===== src/hw/cxe_params.svh =====
`ifndef CXE_PARAMS_SVH
`define CXE_PARAMS_SVH
// =============================================
// register offsets (byte addresses)
`define CXE_OFF_STATUS_WORD 12'h000
`define CXE_OFF_VECTOR_BASE 12'h004
`define CXE_OFF_STACK_PTR 12'h008
`define CXE_OFF_PROG_COUNT 12'h00c
`define CXE_OFF_ENTRY_INFO 12'h010
// =============================================
// status word layout and reset values
`define CXE_IMASK_LSB 4
`define CXE_IMASK_MSB 7
`define CXE_IMASK_ALL 4'hf
`define CXE_STATUS_RST 32'h000000f0
`define CXE_VBASE_RST 32'h00000000
`define CXE_LONG_BYTES 32'h00000004
// =============================================
// vector numbers
`define CXE_VEC_POR_PROG 8'h00
`define CXE_VEC_MAN_PROG 8'h02
`define CXE_VEC_STACK_STEP 8'h01
`define CXE_VEC_GEN_ILL 8'h04
`define CXE_VEC_SLOT_ILL 8'h06
`define CXE_VEC_AE_CPU 8'h09
`define CXE_VEC_AE_XFER 8'h0a
`define CXE_VEC_TRAP_LO 8'h20
`define CXE_VEC_TRAP_HI 8'h3f
`define CXE_VEC_PERI_LO 8'h48
`define CXE_VEC_PERI_HI 8'hff
`endif


===== src/hw/cxe_pkg.sv =====
package cxe_pkg;
   // =============================================
   // entry sequencer states
   typedef enum logic [2:0] {
      ST_IDLE,
      ST_HOLD,
      ST_RST_PROG,
      ST_RST_STACK,
      ST_PUSH_STATUS,
      ST_PUSH_RET,
      ST_VEC_READ
   } cxe_state_type;
endpackage : cxe_pkg


===== src/hw/cxe_sync.sv =====
`timescale 1ns/1ps
module cxe_sync
#(
   parameter int WIDTH = 2
)
(
   // clock and reset
   input wire logic clk,
   input wire logic rst_n,
   // raw pin levels and their synchronised copies
   input wire logic [WIDTH-1:0] din,
   output logic [WIDTH-1:0] dout
);
   // =============================================
   // two-stage synchroniser
   logic [WIDTH-1:0] meta_q;

   // pins read as low (in reset) until the first samples arrive
   always_ff @(posedge clk or negedge rst_n)
   begin
      if (!rst_n)
      begin
         meta_q <= '0;
         dout <= '0;
      end
      else
      begin
         meta_q <= din;
         dout <= meta_q;
      end
   end
endmodule : cxe_sync


===== src/hw/cxe_entry.sv =====
// Overview of operation
// [RQ1] power-on entry starts on reset pin rising or watchdog overflow
// [RQ2] manual entry starts on manual reset pin rising
// [RQ3] address error caught at decode, taken after previous instruction ends
// [RQ4] trap-always instruction starts trap entry
// [RQ5] undefined opcode outside a delay slot gives general illegal entry
// [RQ6] undefined or flow-changing opcode in delay slot gives slot illegal
// [RQ7] resets load counter and stack from 0x0/0x4 or 0x8/0xC
// [RQ8] reset clears vector base and sets interrupt mask field to all ones
// [RQ9] after reset, fetch starts at the loaded program counter
// [RQ10] other entries push status word and counter on the stack
// [RQ11] interrupt entry writes accepted level into interrupt mask field
// [RQ12] address error and instruction entries leave the mask untouched
// [RQ13] after stacking, handler address is read and fetch resumes there
// [RQ14] reset vector address is vector number times four, no base
// [RQ15] other vector addresses are vector base plus four times number
// [RQ16] every source has its own vector number and offset
// [RQ17] vector 9 for processor address error, 10 for transfer errors
// [RQ18] trap immediates map onto vectors 32 to 63
// [RQ19] peripheral interrupts use vectors 72 to 255, one each
// [RQ20] pin reset beats simultaneous watchdog reset and clears its flag
// [RQ21] manual reset waits for a running bus cycle to finish
// [RQ22] stack predecrements by four, status word pushed before counter
//
// Chosen here: the address map and register access over APB.
`timescale 1ns/1ps
`include "cxe_params.svh"
module cxe_entry
(
   // clock and reset
   input wire logic pclk,
   input wire logic presetn,
   // apb slave
   input wire logic [11:0] paddr,
   input wire logic psel,
   input wire logic penable,
   input wire logic pwrite,
   input wire logic [31:0] pwdata,
   output logic [31:0] prdata,
   output logic pready,
   output logic pslverr,
   // reset sources
   input wire logic power_on_reset_pin_n,
   input wire logic manual_reset_pin_n,
   input wire logic watchdog_overflow,
   output logic watchdog_flag_clear,
   input wire logic bus_cycle_busy,
   // interrupt controller
   input wire logic irq_req,
   input wire logic [3:0] irq_level,
   input wire logic [7:0] irq_vector,
   output logic irq_ack,
   // instruction decoder
   input wire logic dec_valid,
   input wire logic dec_undefined,
   input wire logic dec_in_slot,
   input wire logic dec_flow_write,
   input wire logic dec_trap,
   input wire logic [7:0] dec_trap_imm,
   input wire logic addr_err_cpu,
   input wire logic addr_err_xfer,
   input wire logic prev_done,
   input wire logic [31:0] return_addr,
   // memory port
   output logic mem_req,
   output logic mem_we,
   output logic [31:0] mem_addr,
   output logic [31:0] mem_wdata,
   input wire logic [31:0] mem_rdata,
   input wire logic mem_ack,
   // fetch restart
   output logic fetch_start,
   output logic [31:0] fetch_addr
);
   // =============================================
   // state
   cxe_pkg::cxe_state_type state_q;
   logic [1:0] pin_s;
   logic [1:0] pin_q;
   logic [1:0] ae_pend_q;
   logic man_pend_q;
   logic [31:0] status_word_q;
   logic [31:0] vector_base_reg_q;
   logic [31:0] stack_pointer_q;
   logic [31:0] program_counter_q;
   logic [31:0] ret_q;
   logic [7:0] vec_q;
   logic [3:0] lvl_q;
   logic is_irq_q;
   logic [31:0] prdata_q;
   logic pready_q;
   logic pslverr_q;
   logic wd_clear_q;
   logic irq_ack_q;
   logic mem_req_q;
   logic mem_we_q;
   logic [31:0] mem_addr_q;
   logic [31:0] mem_wdata_q;
   logic fetch_start_q;

   function automatic logic [31:0] vec_addr(input logic [31:0] base,
                                            input logic [7:0] vec);
      vec_addr = base + {22'h000000, vec, 2'b00};
   endfunction : vec_addr

   // =============================================
   // pin synchronisers
   cxe_sync #(
      .WIDTH(2)
   ) u_sync (
      .clk(pclk),
      .rst_n(presetn),
      .din({power_on_reset_pin_n, manual_reset_pin_n}),
      .dout(pin_s)
   );

   // =============================================
   // reset decode
   wire por_low = ~pin_s[1];
   wire por_rise = pin_s[1] & ~pin_q[1];
   wire man_rise = pin_s[0] & ~pin_q[0];
   // pin reset owns the cycle; watchdog only acts with the pin high
   wire wd_clash = watchdog_overflow & (por_low | por_rise);
   wire por_go = por_rise | (watchdog_overflow & ~wd_clash);
   // our own bus cycle or a foreign one must end first
   wire man_go = man_pend_q & ~bus_cycle_busy & ~mem_req_q & ~por_go
                 & ~por_low;
   wire calm = ~por_go & ~por_low;

   // =============================================
   // exception decode
   wire idle = state_q == cxe_pkg::ST_IDLE;
   wire mem_done = mem_req_q & mem_ack;
   wire [3:0] imask = status_word_q[`CXE_IMASK_MSB:`CXE_IMASK_LSB];
   wire ae_go = (ae_pend_q != 2'b00) & prev_done;
   wire irq_go = irq_req & (irq_level > imask);
   wire slot_go = dec_valid & dec_in_slot & (dec_undefined | dec_flow_write);
   wire trap_go = dec_valid & ~dec_in_slot & dec_trap;
   wire gen_go = dec_valid & ~dec_in_slot & dec_undefined;
   wire exc_go = idle & calm & ~man_pend_q
                 & (ae_go | irq_go | slot_go | trap_go | gen_go);
   wire irq_take = exc_go & ~ae_go & irq_go;
   wire ae_take = exc_go & ae_go;
   wire [1:0] ae_clr = ae_take ? (ae_pend_q[1] ? 2'b10 : 2'b01) : 2'b00;
   wire [7:0] trap_vec = `CXE_VEC_TRAP_LO | {3'b000, dec_trap_imm[4:0]};
   wire [7:0] ae_vec = ae_pend_q[1] ? `CXE_VEC_AE_CPU : `CXE_VEC_AE_XFER;
   wire [7:0] man_vec = por_go ? `CXE_VEC_POR_PROG : `CXE_VEC_MAN_PROG;
   // fixed order: address error, interrupt, trap, slot, general
   wire [7:0] exc_vec = ae_go ? ae_vec // RQ17
                      : irq_go ? irq_vector // RQ19
                      : trap_go ? trap_vec // RQ18
                      : slot_go ? `CXE_VEC_SLOT_ILL // RQ6
                      : `CXE_VEC_GEN_ILL; // RQ16
   wire [31:0] stack_dec = stack_pointer_q - `CXE_LONG_BYTES;

   // =============================================
   // apb decode
   wire apb_setup = psel & ~penable;
   wire hit_sw = paddr == `CXE_OFF_STATUS_WORD;
   wire hit_vb = paddr == `CXE_OFF_VECTOR_BASE;
   wire hit_sp = paddr == `CXE_OFF_STACK_PTR;
   wire hit_pc = paddr == `CXE_OFF_PROG_COUNT;
   wire hit_in = paddr == `CXE_OFF_ENTRY_INFO;
   wire apb_hit = hit_sw | hit_vb | hit_sp | hit_pc | hit_in;
   // writes during an entry are dropped so stacking sees stable values
   wire apb_wr = psel & penable & pready_q & pwrite & idle;
   wire [31:0] info = {23'h000000, ~idle, vec_q};
   wire [31:0] rd_mux = hit_sw ? status_word_q
                      : hit_vb ? vector_base_reg_q
                      : hit_sp ? stack_pointer_q
                      : hit_pc ? program_counter_q
                      : hit_in ? info : 32'h00000000;

   assign prdata = prdata_q;
   assign pready = pready_q;
   assign pslverr = pslverr_q;
   assign watchdog_flag_clear = wd_clear_q;
   assign irq_ack = irq_ack_q;
   assign mem_req = mem_req_q;
   assign mem_we = mem_we_q;
   assign mem_addr = mem_addr_q;
   assign mem_wdata = mem_wdata_q;
   assign fetch_start = fetch_start_q;
   assign fetch_addr = program_counter_q;

   // =============================================
   // apb answer, one wait-free access phase
   always_ff @(posedge pclk or negedge presetn)
   begin
      if (!presetn)
      begin
         prdata_q <= 32'h00000000;
         pready_q <= 1'b0;
         pslverr_q <= 1'b0;
      end
      else
      begin
         pready_q <= apb_setup;
         pslverr_q <= apb_setup & ~apb_hit;
         if (apb_setup)
            prdata_q <= rd_mux;
      end
   end

   // =============================================
   // entry sequencer
   always_ff @(posedge pclk or negedge presetn)
   begin
      if (!presetn)
      begin
         state_q <= cxe_pkg::ST_HOLD;
         pin_q <= 2'b00;
         ae_pend_q <= 2'b00;
         man_pend_q <= 1'b0;
         status_word_q <= `CXE_STATUS_RST;
         vector_base_reg_q <= `CXE_VBASE_RST;
         stack_pointer_q <= 32'h00000000;
         program_counter_q <= 32'h00000000;
         ret_q <= 32'h00000000;
         vec_q <= 8'h00;
         lvl_q <= 4'h0;
         is_irq_q <= 1'b0;
         wd_clear_q <= 1'b0;
         irq_ack_q <= 1'b0;
         mem_req_q <= 1'b0;
         mem_we_q <= 1'b0;
         mem_addr_q <= 32'h00000000;
         mem_wdata_q <= 32'h00000000;
         fetch_start_q <= 1'b0;
      end
      else
      begin
         fetch_start_q <= 1'b0;
         irq_ack_q <= 1'b0;
         pin_q <= pin_s;
         wd_clear_q <= wd_clash; // RQ20
         // a new detection wins over the clear of the same cycle
         ae_pend_q <= (ae_pend_q & ~ae_clr)
                      | {addr_err_cpu, addr_err_xfer}; // RQ3
         // power-on swallows a manual rise of the same cycle too
         man_pend_q <= ((man_pend_q & ~man_go) | man_rise) & ~por_go
                       & ~por_low; // RQ2
         if (apb_wr & hit_sw)
            status_word_q <= pwdata;
         if (apb_wr & hit_vb)
            vector_base_reg_q <= pwdata;
         if (apb_wr & hit_sp)
            stack_pointer_q <= pwdata;
         if (por_low)
         begin
            state_q <= cxe_pkg::ST_HOLD;
            mem_req_q <= 1'b0;
            mem_we_q <= 1'b0;
         end
         else if (por_go | man_go) // RQ1 RQ21
         begin
            state_q <= cxe_pkg::ST_RST_PROG;
            vector_base_reg_q <= `CXE_VBASE_RST; // RQ8
            status_word_q[`CXE_IMASK_MSB:`CXE_IMASK_LSB]
               <= `CXE_IMASK_ALL; // RQ8
            vec_q <= man_vec;
            mem_req_q <= 1'b1;
            mem_we_q <= 1'b0;
            mem_addr_q <= vec_addr(32'h00000000, man_vec); // RQ7 RQ14
         end
         else
         begin
            unique case (state_q)
               cxe_pkg::ST_IDLE:
                  if (exc_go) // RQ4 RQ5
                  begin
                     vec_q <= exc_vec;
                     lvl_q <= irq_level;
                     is_irq_q <= irq_take;
                     irq_ack_q <= irq_take;
                     ret_q <= return_addr;
                     stack_pointer_q <= stack_dec; // RQ22
                     mem_req_q <= 1'b1;
                     mem_we_q <= 1'b1;
                     mem_addr_q <= stack_dec;
                     mem_wdata_q <= status_word_q; // RQ10
                     state_q <= cxe_pkg::ST_PUSH_STATUS;
                  end
               cxe_pkg::ST_HOLD:
                  state_q <= cxe_pkg::ST_HOLD;
               cxe_pkg::ST_RST_PROG:
                  if (mem_done)
                  begin
                     program_counter_q <= mem_rdata;
                     mem_addr_q <= vec_addr(32'h00000000,
                        vec_q + `CXE_VEC_STACK_STEP); // RQ7
                     state_q <= cxe_pkg::ST_RST_STACK;
                  end
               cxe_pkg::ST_RST_STACK:
                  if (mem_done)
                  begin
                     stack_pointer_q <= mem_rdata;
                     mem_req_q <= 1'b0;
                     fetch_start_q <= 1'b1; // RQ9
                     state_q <= cxe_pkg::ST_IDLE;
                  end
               cxe_pkg::ST_PUSH_STATUS:
                  if (mem_done)
                  begin
                     // old mask is already stacked at this point
                     if (is_irq_q) // RQ11 RQ12
                        status_word_q[`CXE_IMASK_MSB:`CXE_IMASK_LSB]
                           <= lvl_q; // RQ11
                     stack_pointer_q <= stack_dec; // RQ22
                     mem_addr_q <= stack_dec;
                     mem_wdata_q <= ret_q; // RQ10
                     state_q <= cxe_pkg::ST_PUSH_RET;
                  end
               cxe_pkg::ST_PUSH_RET:
                  if (mem_done)
                  begin
                     mem_we_q <= 1'b0;
                     mem_addr_q <= vec_addr(vector_base_reg_q, vec_q); // RQ15
                     state_q <= cxe_pkg::ST_VEC_READ;
                  end
               cxe_pkg::ST_VEC_READ:
                  if (mem_done)
                  begin
                     program_counter_q <= mem_rdata; // RQ13
                     mem_req_q <= 1'b0;
                     fetch_start_q <= 1'b1;
                     state_q <= cxe_pkg::ST_IDLE;
                  end
               default:
                  state_q <= cxe_pkg::ST_HOLD;
            endcase
         end
      end
   end
endmodule : cxe_entry


===== config.mk =====
export PLATFORM = sky130hd
export DESIGN_NAME = cxe_entry
export DESIGN_NICKNAME = d
export VERILOG_FILES = /design/src/hw/cxe_pkg.sv /design/src/hw/cxe_sync.sv /design/src/hw/cxe_entry.sv
export VERILOG_INCLUDE_DIRS = /design/src /design/src/hw
export SDC_FILE = /design/constraint.sdc
export NUM_CORES = 1
export LEC_CHECK = 0
export ABC_AREA = 1
export ABC_CLOCK_PERIOD_IN_PS = 2100
export BUFFER_PORTS_ARGS = -buffer_cell sky130_fd_sc_hd__buf_2
export CORE_MARGIN = 2
export CORE_UTILIZATION = 45
export DETAILED_ROUTE_END_ITERATION = 8
export PLACE_DENSITY = 0.75
export SYNTH_ARGS = -nofsm -noshare
export SYNTH_HDL_FRONTEND = slang
export SYNTH_HIERARCHICAL = 1
export SYNTH_SLANG_ARGS = --single-unit

===== constraint.sdc =====
create_clock -name pclk -period 2.1 [get_ports pclk]
set_input_delay 0.525 -clock pclk [delete_from_list [all_inputs] [get_ports pclk]]
set_output_delay 0.525 -clock pclk [all_outputs]
set_load 0.01 [all_outputs]

==> key figures <==
Cells and area
  • Nets: 2898
  • Layout cells sized above 1: 24.8%
  • Area grow syn2layout: 30.9%
  • Post-route cell area: 0.0215 sq mm
  • Commonest cells after routing, fill and taps aside: 803 x nand2_1, 282 x dfrtp_1, 277 x buf_2, 227 x inv_1, 181 x nor2_1
  • Filler instances: about 3400
  • Commonest non-fill, non-tap cell in the layout: nand2_1

CTS
  • CTS tree: done
  • Clock tree buffer depth: 3
  • Clk pin slew, worst setup/hold paths: 0.07 ns
  • CTS Buf Count: 35
  • Clk root buf: clkbuf_16
  • # H-tree levels: 2
  • Clock sinks: 288
  • Skew-Pair Late Insertion Delay: 0.58 ns

STA
  • Final hold violations: 0
  • Slew Viols, Final: 0
  • Final setup margin: -0.0620 ns
  • Rel. slew slack: roughly two thirds
  • Final min period: 2.16 ns
  • RSZ-0062 raised after global routing: yes
  • Worst Skew: 0.0213 ns
  • Max Clk Rate: about 460 MHz
  • Worst-Margin Slew: 0.527 ns
  • Final setup fails: 35
  • Final period util: 103%

Synth
  • Top FF cell, synth: dfrtp_1
  • Cells after Synth: about 2300
  • Post-Synth XOR/XNOR Area: 1.12%
  • Post-synth EDFFs: 0
  • Synth warnings: 6
  • Number of synthesized register bits: 288
  • Cell area after synthesis: 0.0164 sq mm
  • Largest area contributor in the netlist: dfrtp_1
  • Net Count, Synth: roughly 2500
  • Async set-reset flop share out of synthesis: 100%
  • Yosys cell types: 50
  • Post-synth top area share: 43.2%
  • Adder and majority gate portion of the synthesized area: 1.19%
  • Compound-Gate Fraction of Synth Area: 13.2%
  • Post-Synth Simple-Gate Area: 31.5%
  • Top cells by area, synth: dfrtp_1 43%, nand2_1 19%, o21ai_0 6.4%
  • Mean post-synth cell area: 7.06 sq um
  • Mux cell area share after synthesis: 0.412%
  • Register area share after synthesis: 44.0%
  • Largest family of logic cells by synthesized area: simple AND/OR/NAND/NOR gates

Placement
  • DP Area: 0.0196 sq mm
  • Port-buffer cells: 278
  • Post-DP HPWL: 50500 um
  • Gpl congestion: between 1 and 1.5

Critical path
  • Worst EP arrival: 2.66 ns
  • Critical Path Source Type: flop
  • Crit end category: flop
  • CP Class: flop to flop
  • CP max FO: 4
  • Worst endpoint required time: 2.60 ns
  • FF-to-FF setup slack: -0.06 ns

Global routing
  • Total gr overflow: 0
  • Largest net degree at the start of global routing: 62
  • Vias in the first global route: 17200
  • GR Util All Layers: between 30 and 40%
  • Initial antenna violation count: 3
  • Global-route wire length before repair: about 100000 um

Routing
  • DRT iter0 DRCs: between 1000 and 1500
  • DR WL/cell: ~21 um
  • DRC: 0
  • Via density: around 5.6
  • Final wirelength: 67600 um
  • Via count: 17900
  • DR pass1 iterations: 8
  • Antenna Violating Nets Remaining: 0

Min path
  • Hold Path Class: primary input to flop

Outcome
  • Outcome: complete, but fails checks
  • Failing checks: setup timing

Floorplan
  • Width of the die: 195 um
  • I/O pins: ~280
  • Core area: ~0.036 sq mm
  • Die Area: 0.0380 sq mm
  • Die Y: 195 um
  • # rows: 69
  • Starting Density: a little under half

Pwr
  • Leakage: 11.4 nW
  • Total power: about 30 mW
  • VDD IR max: 988 uV
  • Pwr Density: 1400 mW/mm^2

Run
  • MaxCap Viol Count: 0
timing repair:
action                                 in CTS  in global routing
setup endpoints to repair                 129                124
hold buffers                                1                  0
resized for setup                          36                131
endpoints found under the hold margin      49                  0
cloned                                      3                  9
buffers inserted                            1                  2
pin swaps                                   3                 14
final cells by class:
class / instances / area, sq um / share of cell area, %
Multi-Input combinational cell: 1695 / 8220 / 38.3
Clock inverter: 14 / 185 / 0.862
Antenna cell: 1 / 2.50 / 0.0117
Sequential cell: 288 / 7210 / 33.6
Tap cell: 461 / 577 / 2.69
Clock buffer: 47 / 941 / 4.38
Timing Repair Buffer: 472 / 3410 / 15.9
Inverter: 244 / 921 / 4.29
state kept, by name, indices dropped and copies added, names as in the netlist, 3 cells and up:
name and cells:
vector_base_reg_q 32, vec_q 8, status_word_q 32, stack_pointer_q 32
lvl_q 4, prdata 32, ret_q 32, mem_addr 32
fetch_addr 32, state_q 3, mem_wdata 32
path summary, 6_finish.rpt:
path / startpoint / end / depth (start not counted)
hold reg to reg: u_sync/meta_q[0] / u_sync/dout[0] / 0
max in group asynchronous: presetn / fetch_addr[21] / 3
min in group asynchronous: presetn / u_sync/meta_q[1] / 2
hold / removal: manual_reset_pin_n / u_sync/meta_q[0] / 1
setup / recovery: stack_pointer_q[2] / mem_addr[30] / 11
setup reg to reg: stack_pointer_q[2] / mem_addr[30] / 11
routing by layer:
layer / vias up / part of all wire (%) / track usage, % / wire (um)
met5: - / 0.067 / 0 / 45
met4: 6 / 4.7 / 12.9 / 3200
li1: 8255 / - / - / -
met2: 878 / 45 / 54.3 / 30600
met1: 8570 / 41 / 46.2 / 27900
met3: 189 / 8.7 / 7.24 / 5860
report_power, final:
part	total, mW	switching (mW)	internal [mW]	leakage, nW
logic	15.6	9.94	5.68	7.09
clock network	6.14	2.58	3.56	0.552
registers	8.28	1.29	6.99	3.79
synth_stat cells, types with 16 or more instances:
cell type / count
nor2_1: 212
o21ai_0: 211
a31oi_1: 35
nand2_1: 840
a21oi_1: 73
xor2_1: 17
nand3_1: 141
buf_2: 34
clkbuf_1: 51
or2_2: 16
o211ai_1: 26
inv_1: 231
dfrtp_1: 283
through the flow:
| step | TNS, ns | hold WS, ns | utilization (%) | setup slack (ns) | instances |
|---|---|---|---|---|---|
| after floorplan | 0 | 0.229 | - | 0.0835 | 2326 |
| after detailed placement | -22.23 | 0.336 | 54.8 | -0.229 | 3145 |
| after global routing | -8.16 | 0.0614 | 60.1 | -0.148 | 3221 |
| after global placement | -18.81 | 0.334 | 54.8 | -0.202 | 3145 |
| after CTS | 0 | 0.0580 | 58.4 | 0.000773 | 3210 |
| final | -0.793 | 0.0702 | 60.1 | -0.0620 | 3222 |
worst max-delay path: stages (launching register included):
cell and delay (ns):
dfrtp_1 0.39, inv_1 0.17, ha_1 0.20, nand2_1 0.16, buf_4 0.18, inv_1 0.06
nand2_1 0.12, o21ai_0 0.30, nand2_1 0.11, nand2_1 0.18, nand3_1 0.15, nand2_1 0.09
logic make-up after synthesis:
| group | Yosys count |
|---|---|
| AOI/OAI and AO/OA | 392 |
| xor gates and xnor gates | 21 |
| and+or+nand+nor | 1261 |
| buffers and inverters | 343 |
| adders and majority gates | 15 |
| muxes | 6 |
| DFF | 288 |
Power figures use the tool's default switching activity.
